[src/hw/tpoc_pkg.sv]
// package: register map, field layout and bus types of the pattern output block
package tpoc_pkg;

	// ----------------------------------------
	// register indexes (byte address = 4 * index)
	// ----------------------------------------
	localparam logic [27:0] IX_PDAT = 28'h5ffffc2;
	localparam logic [27:0] IX_FSH  = 28'h5ffffcc;
	localparam logic [27:0] IX_FSL  = 28'h5ffffce;
	localparam logic [27:0] IX_MODE = 28'h5fffff0;
	localparam logic [27:0] IX_TRIG = 28'h5fffff1;
	localparam logic [27:0] IX_ENU  = 28'h5fffff2;
	localparam logic [27:0] IX_ENL  = 28'h5fffff3;
	localparam logic [27:0] IX_NXU  = 28'h5fffff4;
	localparam logic [27:0] IX_NXL  = 28'h5fffff5;
	localparam logic [27:0] IX_NXU2 = 28'h5fffff6;
	localparam logic [27:0] IX_NXL2 = 28'h5fffff7;
	localparam logic [27:0] IX_GAP  = 28'h5fffff8;

	// ----------------------------------------
	// reset values and fields
	// ----------------------------------------
	localparam logic [15:0] RST_PDAT = 16'h0000;
	localparam logic [15:0] RST_FS   = 16'h0000;
	localparam logic [7:0]  RST_MODE = 8'hf0;
	localparam logic [7:0]  RST_TRIG = 8'hff;
	localparam logic [7:0]  RST_EN   = 8'h00;
	localparam logic [7:0]  RST_NX   = 8'h00;
	localparam logic [7:0]  RST_GAP  = 8'h00;
	localparam logic [3:0]  RSV_ONES = 4'hf;
	localparam logic [1:0]  FS_PATTERN = 2'h3;
	localparam int unsigned GRP_W  = 4;
	localparam int unsigned N_GRP  = 4;
	localparam int unsigned N_CH   = 4;
	localparam int unsigned TSEL_W = 2;

	// ----------------------------------------
	// decoded register select
	// ----------------------------------------
	typedef enum logic [3:0] {
		SEL_NONE, SEL_PDAT, SEL_FSH, SEL_FSL, SEL_MODE, SEL_TRIG,
		SEL_ENU, SEL_ENL, SEL_NXU, SEL_NXL, SEL_NXU2, SEL_NXL2, SEL_GAP
	} tpoc_sel_t;

	// ----------------------------------------
	// ahb-lite carriers
	// ----------------------------------------
	typedef struct packed {
		logic        hsel;
		logic [31:0] haddr;
		logic [1:0]  htrans;
		logic        hwrite;
		logic [2:0]  hsize;
		logic [31:0] hwdata;
		logic        hready;
	} tpoc_ahb_req_t;

	typedef struct packed {
		logic        hreadyout;
		logic        hresp;
		logic [31:0] hrdata;
	} tpoc_ahb_rsp_t;

	// only index bits 27-24 and 8-0 take part in decode
	function automatic logic [12:0] tpoc_key(input logic [27:0] ix);
		return {ix[27:24], ix[8:0]};
	endfunction

endpackage

[src/hw/tpoc_top.sv]
// timing pattern output controller with ahb-lite register slave
`timescale 1ns/100ps
`default_nettype none
module tpoc_top #(
	parameter int unsigned GAP_W = 8
) (
	input  wire logic                     clk,
	input  wire logic                     rst_b,
	input  wire tpoc_pkg::tpoc_ahb_req_t  ahb_req,
	output tpoc_pkg::tpoc_ahb_rsp_t       ahb_rsp,
	input  wire logic [3:0]               cmp_match,
	output logic [3:0]                    dma_req,
	output logic [15:0]                   pattern_output_pins,
	output logic [15:0]                   pattern_output_oe
);
	import tpoc_pkg::*;

	// ----------------------------------------
	// elaboration check
	// ----------------------------------------
	if (GAP_W < 1 || GAP_W > 8) begin : g_bad_gap
		$error("GAP_W must be 1 to 8");
	end

	// ----------------------------------------
	// state
	// ----------------------------------------
	typedef struct packed {
		logic        wact;
		logic        rph;
		tpoc_sel_t   sel;
		logic [15:0] pdat;
		logic [15:0] fsh;
		logic [15:0] fsl;
		logic [3:0]  mode;
		logic [7:0]  trig;
		logic [7:0]  enu;
		logic [7:0]  enl;
		logic [7:0]  nxu;
		logic [7:0]  nxl;
		logic [7:0]  gap;
		logic [31:0] hrdata;
		logic        hready;
		logic [3:0]  dma;
		logic [15:0] oe;
	} tpoc_state_t;

	tpoc_state_t s;
	tpoc_state_t n;

	tpoc_sel_t   dsel;
	logic        same01;
	logic        same23;
	logic [15:0] en_all;
	logic [15:0] nx_all;
	logic [15:0] ld_mask;
	logic [15:0] ld_val;
	logic [3:0]  fire;
	logic [7:0]  rd;
	logic [15:0] rd16;
	logic        is16;
	logic [7:0]  wb;
	logic [15:0] wh;
	logic        take;

	// ----------------------------------------
	// decode and group wiring
	// ----------------------------------------
	tpoc_addr_dec u_dec (
		.haddr (ahb_req.haddr),
		.sel   (dsel)
	);

	// trigger fields: group g uses trig[2g+1:2g]
	assign same01 = s.trig[1:0] == s.trig[3:2];
	assign same23 = s.trig[5:4] == s.trig[7:6];
	assign en_all = {s.enu, s.enl};
	assign nx_all = {s.nxu, s.nxl};

	genvar g;
	generate
		for (g = 0; g < N_GRP; g++) begin : g_grp
			tpoc_group #(
				.GAP_W (GAP_W)
			) u_grp (
				.clk     (clk),
				.rst_b   (rst_b),
				.cmp     (cmp_match),
				.tsel    (s.trig[TSEL_W*g +: TSEL_W]),
				.en      (en_all[GRP_W*g +: GRP_W]),
				.nxt     (nx_all[GRP_W*g +: GRP_W]),
				.cur     (s.pdat[GRP_W*g +: GRP_W]),
				.nov     (s.mode[g]),
				.gap     (s.gap[GAP_W-1:0]),
				.fire    (fire[g]),
				.ld_mask (ld_mask[GRP_W*g +: GRP_W]),
				.ld_val  (ld_val[GRP_W*g +: GRP_W])
			);
		end
	endgenerate

	// ----------------------------------------
	// read mux
	// ----------------------------------------
	always_comb begin
		rd   = '0;
		rd16 = '0;
		is16 = 1'b0;
		unique case (s.sel)
			SEL_PDAT: begin
				is16 = 1'b1;
				rd16 = s.pdat;
			end
			SEL_FSH: begin
				is16 = 1'b1;
				rd16 = s.fsh;
			end
			SEL_FSL: begin
				is16 = 1'b1;
				rd16 = s.fsl;
			end
			SEL_MODE: rd = {RSV_ONES, s.mode};
			SEL_TRIG: rd = s.trig;
			SEL_ENU:  rd = s.enu;
			SEL_ENL:  rd = s.enl;
			SEL_NXL: begin
				if (same01) begin
					rd = s.nxl;
				end else begin
					rd = {s.nxl[7:4], RSV_ONES};
				end
			end
			SEL_NXL2: begin
				if (same01) begin
					rd = {RSV_ONES, RSV_ONES};
				end else begin
					rd = {RSV_ONES, s.nxl[3:0]};
				end
			end
			SEL_NXU: begin
				if (same23) begin
					rd = s.nxu;
				end else begin
					rd = {s.nxu[7:4], RSV_ONES};
				end
			end
			SEL_NXU2: begin
				if (same23) begin
					rd = {RSV_ONES, RSV_ONES};
				end else begin
					rd = {RSV_ONES, s.nxu[3:0]};
				end
			end
			SEL_GAP:  rd = s.gap;
			SEL_NONE: rd = '0;
		endcase
	end

	assign wb   = ahb_req.hwdata[7:0];
	assign wh   = ahb_req.hwdata[15:0];
	assign take = ahb_req.hsel & ahb_req.htrans[1] & ahb_req.hready;

	// ----------------------------------------
	// next state
	// ----------------------------------------
	always_comb begin
		n      = s;
		n.dma  = '0;
		n.wact = 1'b0;

		// read data phase: one wait state, data from flop
		if (s.rph) begin
			n.rph    = 1'b0;
			n.hready = 1'b1;
			n.hrdata = is16 ? {16'h0000, rd16} : {24'h000000, rd};
		end

		// write data phase
		if (s.wact) begin
			unique case (s.sel)
				SEL_PDAT: n.pdat = (s.pdat & en_all) | (wh & ~en_all);
				SEL_FSH:  n.fsh  = wh;
				SEL_FSL:  n.fsl  = wh;
				SEL_MODE: n.mode = wb[3:0];
				SEL_TRIG: n.trig = wb;
				SEL_ENU:  n.enu  = wb;
				SEL_ENL:  n.enl  = wb;
				SEL_NXL: begin
					if (same01) begin
						n.nxl = wb;
					end else begin
						n.nxl[7:4] = wb[7:4];
					end
				end
				SEL_NXL2: begin
					if (!same01) begin
						n.nxl[3:0] = wb[3:0];
					end
				end
				SEL_NXU: begin
					if (same23) begin
						n.nxu = wb;
					end else begin
						n.nxu[7:4] = wb[7:4];
					end
				end
				SEL_NXU2: begin
					if (!same23) begin
						n.nxu[3:0] = wb[3:0];
					end
				end
				SEL_GAP:  n.gap = wb;
				SEL_NONE: n.gap = s.gap;
			endcase
		end

		// trigger transfers follow software writes
		n.pdat = (n.pdat & ~ld_mask) | (ld_val & ld_mask);

		// address phase
		if (take) begin
			n.sel = dsel;
			if (ahb_req.hwrite) begin
				n.wact = 1'b1;
			end else begin
				n.rph    = 1'b1;
				n.hready = 1'b0;
			end
		end

		// dma request for each channel that fired a group
		for (int c = 0; c < N_CH; c++) begin
			for (int k = 0; k < N_GRP; k++) begin
				if (fire[k] && s.trig[TSEL_W*k +: TSEL_W] == TSEL_W'(c)) begin
					n.dma[c] = 1'b1;
				end
			end
		end

		// pin drive follows port function select
		for (int p = 0; p < 8; p++) begin
			n.oe[p]     = s.fsl[2*p +: 2] == FS_PATTERN;
			n.oe[p + 8] = s.fsh[2*p +: 2] == FS_PATTERN;
		end
	end

	// ----------------------------------------
	// registers
	// ----------------------------------------
	always_ff @(posedge clk or negedge rst_b) begin
		if (!rst_b) begin
			s        <= '0;
			s.sel    <= SEL_NONE;
			s.pdat   <= RST_PDAT;
			s.fsh    <= RST_FS;
			s.fsl    <= RST_FS;
			s.mode   <= RST_MODE[3:0];
			s.trig   <= RST_TRIG;
			s.enu    <= RST_EN;
			s.enl    <= RST_EN;
			s.nxu    <= RST_NX;
			s.nxl    <= RST_NX;
			s.gap    <= RST_GAP;
			s.hready <= 1'b1;
		end else begin
			s <= n;
		end
	end

	// ----------------------------------------
	// outputs
	// ----------------------------------------
	assign ahb_rsp.hreadyout   = s.hready;
	assign ahb_rsp.hresp       = 1'b0;
	assign ahb_rsp.hrdata      = s.hrdata;
	assign dma_req             = s.dma;
	assign pattern_output_pins = s.pdat;
	assign pattern_output_oe   = s.oe;

endmodule
`default_nettype wire

[src/hw/tpoc_addr_dec.sv]
// address decoder of the pattern output register window
`timescale 1ns/100ps
`default_nettype none
module tpoc_addr_dec (
	input  wire logic [31:0]         haddr,
	output tpoc_pkg::tpoc_sel_t      sel
);
	import tpoc_pkg::*;

	logic [12:0] key;

	assign key = tpoc_key(haddr[29:2]);

	always_comb begin
		unique case (key)
			tpoc_key(IX_PDAT): sel = SEL_PDAT;
			tpoc_key(IX_FSH):  sel = SEL_FSH;
			tpoc_key(IX_FSL):  sel = SEL_FSL;
			tpoc_key(IX_MODE): sel = SEL_MODE;
			tpoc_key(IX_TRIG): sel = SEL_TRIG;
			tpoc_key(IX_ENU):  sel = SEL_ENU;
			tpoc_key(IX_ENL):  sel = SEL_ENL;
			tpoc_key(IX_NXU):  sel = SEL_NXU;
			tpoc_key(IX_NXL):  sel = SEL_NXL;
			tpoc_key(IX_NXU2): sel = SEL_NXU2;
			tpoc_key(IX_NXL2): sel = SEL_NXL2;
			tpoc_key(IX_GAP):  sel = SEL_GAP;
			default:           sel = SEL_NONE;
		endcase
	end

endmodule
`default_nettype wire

[src/hw/tpoc_group.sv]
// one four-bit output group: trigger select and non-overlap delay
`timescale 1ns/100ps
`default_nettype none
module tpoc_group #(
	parameter int unsigned GAP_W = 8
) (
	input  wire logic             clk,
	input  wire logic             rst_b,
	input  wire logic [3:0]       cmp,
	input  wire logic [1:0]       tsel,
	input  wire logic [3:0]       en,
	input  wire logic [3:0]       nxt,
	input  wire logic [3:0]       cur,
	input  wire logic             nov,
	input  wire logic [GAP_W-1:0] gap,
	output logic                  fire,
	output logic [3:0]            ld_mask,
	output logic [3:0]            ld_val
);
	import tpoc_pkg::*;

	typedef struct packed {
		logic [3:0]       pmask;
		logic [3:0]       pval;
		logic [GAP_W-1:0] cnt;
	} tpoc_grp_t;

	tpoc_grp_t  s;
	tpoc_grp_t  n;
	logic [3:0] rise;
	logic       due;

	assign fire = cmp[tsel] & (|en);
	assign rise = en & nxt & ~cur;
	assign due  = (s.cnt == '0) && (s.pmask != '0);

	always_comb begin
		n       = s;
		ld_mask = '0;
		ld_val  = '0;
		if (s.cnt != '0) begin
			n.cnt = s.cnt - 1'b1;
		end
		if (due) begin
			ld_mask = s.pmask;
			ld_val  = s.pval;
			n.pmask = '0;
		end
		if (fire) begin
			// rising bits wait out the gap; falling bits go at once
			if (nov) begin
				ld_mask = ld_mask | (en & ~rise);
				n.pmask = rise;
				n.pval  = nxt;
				n.cnt   = gap;
			end else begin
				ld_mask = ld_mask | en;
				n.pmask = s.pmask & ~en & ~ld_mask;
			end
			ld_val = (ld_val & ~en) | (nxt & en);
		end
	end

	always_ff @(posedge clk or negedge rst_b) begin
		if (!rst_b) begin
			s <= '0;
		end else begin
			s <= n;
		end
	end

endmodule
`default_nettype wire

[config.mk]
export PLATFORM = sky130hd
export DESIGN_NAME = tpoc_top
export DESIGN_NICKNAME = d
export VERILOG_FILES = /design/src/hw/tpoc_pkg.sv /design/src/hw/tpoc_top.sv /design/src/hw/tpoc_addr_dec.sv /design/src/hw/tpoc_group.sv
export SDC_FILE = /design/constraint.sdc
export NUM_CORES = 1
export LEC_CHECK = 0
export ABC_AREA = 1
export BUFFER_PORTS_ARGS = -buffer_cell sky130_fd_sc_hd__buf_2
export CORE_MARGIN = 1
export CORE_UTILIZATION = 40
export DETAILED_ROUTE_END_ITERATION = 10
export PLACE_DENSITY = 0.6
export SYNTH_ARGS = -nofsm -noshare
export SYNTH_HDL_FRONTEND = slang
export SYNTH_SLANG_ARGS = --single-unit
[constraint.sdc]
create_clock -name clk -period 2.4 [get_ports clk]
set_clock_uncertainty 0.1 [all_clocks]
set_input_delay 0.36 -clock clk [delete_from_list [all_inputs] [get_ports clk]]
set_output_delay 0.36 -clock clk [all_outputs]
set_load 0.02 [all_outputs]
==> qor_table.md <==
| Stage | Item | Reported |
|---|---|---|
| cells and area | Leading cell types in the layout, fill and taps excluded | sky130_fd_sc_hd__nand2_1, sky130_fd_sc_hd__dfrtp_1, sky130_fd_sc_hd__o21ai_0, sky130_fd_sc_hd__inv_1, sky130_fd_sc_hd__nand3_1 |
| synth | Number of enable-type register cells in the synthesized netlist | 0 |
| sta | Number of hold violations in the final report | 0 |
| clock network | Clock latency reported for the late side of the worst-skew pair | 0.53 ns |
| drt | Sum of routed wire length over all layers | 33.7 mm |
| synth | Gate count after technology mapping | 1616 |
| clock network | Clk buf depth | 3 |
| sta | Relative slew slack | 58.0% |
| sta | Final period util | 85.8% |
| worst hold path | Classification of the worst-slack hold path | in2reg |
| floorplan | I/O pins | 148 |
| clock network | Sinks on the clock net | 207 |
| sta | Tightest Pin Transition | 0.629 ns |
| drt | Number of remaining DRC errors | 0 |
| power | Total power divided by cell area | 921 nW/um^2 |
| cells and area | Fill cell total of the finished layout | 2947 |
| setup path | Critical-path maximum fanout | 19 |
| sta | Setup Viol. Count Final | 0 |
| global routing | Total congestion overflow | 0 |
| synth | Seq cells post-synth | 207 |
| setup path | Worst Setup SP | s[99] |
| clock network | Number of buffers added by the clock tree synthesis step | 26 |
| synth | Share of flip-flops with an asynchronous set or reset after synthesis | 100% |
| sta | Min cycle time layout | 2.06 ns |
| synth | Per-instance average area after synthesis | 7.35 sq um |
| clock network | Number of buffers inserted to repair setup after CTS | 0 |
| drt | Initial drt markers | 708 |
| synth | Syn. warnings | 0 |
| setup path | Data arrival time at the worst-slack endpoint | 2.41 ns |
| global routing | Number of antenna violations at the first check in global routing | 0 |
| floorplan | Core area | 28900 sq um |
| floorplan | Standard-cell row count | 62 |
| cells and area | Leading cell type in the layout, fill and taps excluded | sky130_fd_sc_hd__nand2_1 |
| placed design | Port Buf Inserts | 91 |
| setup path | Endpoint type of the worst setup path | register |
| sta | Setup TNS | 0 ns |
| synth | Register area share after synthesis | 43.7% |
| clock network | Root Driver | sky130_fd_sc_hd__clkbuf_16 |
| synth | Primary flip-flop cell chosen by synthesis mapping | sky130_fd_sc_hd__dfrtp_1 |
| placed design | Weighted congestion at the end of routability-driven global placement | 0.931 |
| global routing | Overall global routing resource usage | 22.0% |
| run status | Status | finished clean |
| cells and area | Storage cell area | 5190 sq um |
| setup path | Launch instance of the worst register-to-register path | s[99] |
| drt | First-pass detailed-route iteration total | 5 |
| sta | Final max-slew violation count | 0 |
| clock network | Clock input transition at the sequential cells of the worst setup and hold paths | 0.06 ns |
| drt | Routed len/inst | 16.3 um |
| cells and area | Inserted Diodes | 0 |
| cells and area | Utilization after layout | 45.7% |
| floorplan | Initial Utilization | 41.0% |
| drt | Detailed-route via count | 10500 |
| placed design | Post-detail-place hpwl | 25.0 mm |
| floorplan | Floorplan die area | 30400 sq um |
| global routing | Vias in the first global route | 9472 |
| drt | Remaining antenna violation count | 0 |
| power | IR Drop Worst-Case VDD | 0.468 mV |
| setup path | Required time of the critical path | 2.75 ns |
| cells and area | Share of final-layout standard cells stronger than drive strength 1 | 12.9% |
| global routing | Largest net degree at the start of global routing | 59 |
| sta | Max Clk Rate | 486 MHz |
| synth | Synthesized area | 11900 sq um |
| run | MaxCap Viol Count | 0 |
| setup path | Critical setup path kind | reg2reg |
| placed design | Pre-CTS setup slack | 0.392 ns |
| sta | Worst-case hold slack | 0.0264 ns |
| sta | Slack of the critical path | 0.341 ns |
| cells and area | Total area of multi-input combinational cells | 5260 sq um |
| drt | Via density per instance | 5.08 |
| synth | Count of unique library cells instantiated by Yosys | 38 |
| power | LEAKAGE | 6.94 nW |
| floorplan | Die width | 174 um |
| global routing | First-pass GRT wire length | 52.6 mm |
| sta | Unrepaired setup endpoints after global routing | no |
| floorplan | Die boundary height | 174 um |
| cells and area | Area Overhead vs Synth | 11.3% |
| cells and area | Net count reported at finish | 1747 |
| setup path | Critical path launch point type | register |
| worst hold path | Startpoint of the worst hold path | ahb_req[16] |
| clock network | CTS tree | built |
| clock network | # H-tree levels | 1 |
## routing by layer
layer / share of wire, % / global-route usage [%]
met1: 45 / 30.7
met2: 46 / 35.5
met3: 5.7 / 2.58
met4: 3.0 / 7.31
met5: 0 / 0
## cell usage after synthesis (2+ instances only)
library cell,n,share of area (%)
sky130_fd_sc_hd__buf_4,73,4.6
sky130_fd_sc_hd__ha_1,8,0.84
sky130_fd_sc_hd__nand3b_1,2,0.13
sky130_fd_sc_hd__nand4_2,3,0.32
sky130_fd_sc_hd__nor2_2,6,0.32
sky130_fd_sc_hd__dfstp_2,9,2.0
sky130_fd_sc_hd__a22oi_1,7,0.44
sky130_fd_sc_hd__o21ai_0,185,7.8
sky130_fd_sc_hd__nand2_4,6,0.57
sky130_fd_sc_hd__a21oi_1,23,0.97
sky130_fd_sc_hd__nor2_1,105,3.3
sky130_fd_sc_hd__nand2_1,488,15
sky130_fd_sc_hd__or2_2,3,0.16
sky130_fd_sc_hd__nand3_1,164,6.9
sky130_fd_sc_hd__nand4_1,28,1.5
sky130_fd_sc_hd__dfrtp_1,198,42
sky130_fd_sc_hd__inv_2,9,0.28
sky130_fd_sc_hd__nor2_4,5,0.47
sky130_fd_sc_hd__buf_2,20,0.84
sky130_fd_sc_hd__o21ai_1,20,0.84
sky130_fd_sc_hd__o211ai_2,2,0.21
sky130_fd_sc_hd__clkbuf_1,13,0.41
sky130_fd_sc_hd__nand2_2,10,0.53
sky130_fd_sc_hd__xor2_1,10,0.74
sky130_fd_sc_hd__inv_1,171,5.4
sky130_fd_sc_hd__o31ai_1,2,0.13
sky130_fd_sc_hd__buf_6,8,0.76
sky130_fd_sc_hd__inv_4,2,0.11
sky130_fd_sc_hd__o211ai_1,5,0.32
sky130_fd_sc_hd__o22ai_1,11,0.58
sky130_fd_sc_hd__xnor2_1,8,0.59
sky130_fd_sc_hd__nor3_1,6,0.25
## cell type report
cell class	count	share of cell area, %
Multi-Input combinational cell	1128	39.8
Tap cell	384	3.63
Clock buffer	39	6.13
Timing Repair Buffer	115	5.11
Sequential cell	207	39.3
Inverter	183	5.27
Clock inverter	9	0.776
## where the power goes
part,internal (W),total (W),switching (W),leakage [nW]
Sequential,0.00424,0.00500,0.000759,2.21
Clock,0.00254,0.00406,0.00152,0.457
Combinational,0.00108,0.00311,0.00203,4.27
## sequential cells by signal, summed over array words and instances (netlist names), named ones only
signal and cells:
ahb_rsp 17, nx_all 16, en_all 16, s 58
g_grp.u_grp.s 64, pattern_output_oe 16, dma_req 4
## cells by family after synthesis
family / count (synthesis) / synth area share, %
AO/OA/AOI/OAI: 258 / 11.5
other: 1 / 0.0316
XOR/XNOR: 18 / 1.33
adder cells (fa/ha/maj): 8 / 0.843
flip-flops: 207 / 43.7
buffers and inverters: 297 / 12.5
AND/OR/NAND/NOR: 827 / 30.0
## worst paths after layout
check	end	slack [ns]	depth (start not counted)
setup / recovery	g_grp[3].u_grp.s[7]	0.34	10
hold / removal	s[120]	0.03	3
setup reg to reg	g_grp[3].u_grp.s[7]	0.34	10
hold reg to reg	ahb_rsp[15]	0.38	2
max in group asynchronous	dma_req[3]	1.19	3
min in group asynchronous	g_grp[1].u_grp.s[14]	0.26	2
## metrics by stage
step	cells	total power, W	area, sq um
after floorplan	1632	0.00733	11900
after global placement	2015	0.00810	12300
after detailed placement	2015	0.00815	12300
after CTS	2065	0.0123	13200
after global routing	2065	0.0129	13200
final	2065	0.0122	13200
## timing repair
item	CTS	global route
hold buffers	2	0
resized for setup	0	0
hold endpoints to repair	52	0
## worst max-delay path, stage by stage, from the launching register on
cell and delay [ns]:
sky130_fd_sc_hd__dfstp_2 0.62, sky130_fd_sc_hd__nand2_1 0.07, sky130_fd_sc_hd__o21ai_0 0.07, sky130_fd_sc_hd__nand2_1 0.12, sky130_fd_sc_hd__nand2_4 0.16, sky130_fd_sc_hd__nand2_4 0.09
sky130_fd_sc_hd__inv_4 0.13, sky130_fd_sc_hd__nand2_4 0.15, sky130_fd_sc_hd__inv_1 0.25, sky130_fd_sc_hd__nand2_1 0.11, sky130_fd_sc_hd__o21ai_0 0.09
Note: power is estimated with default switching activity, not from simulation.
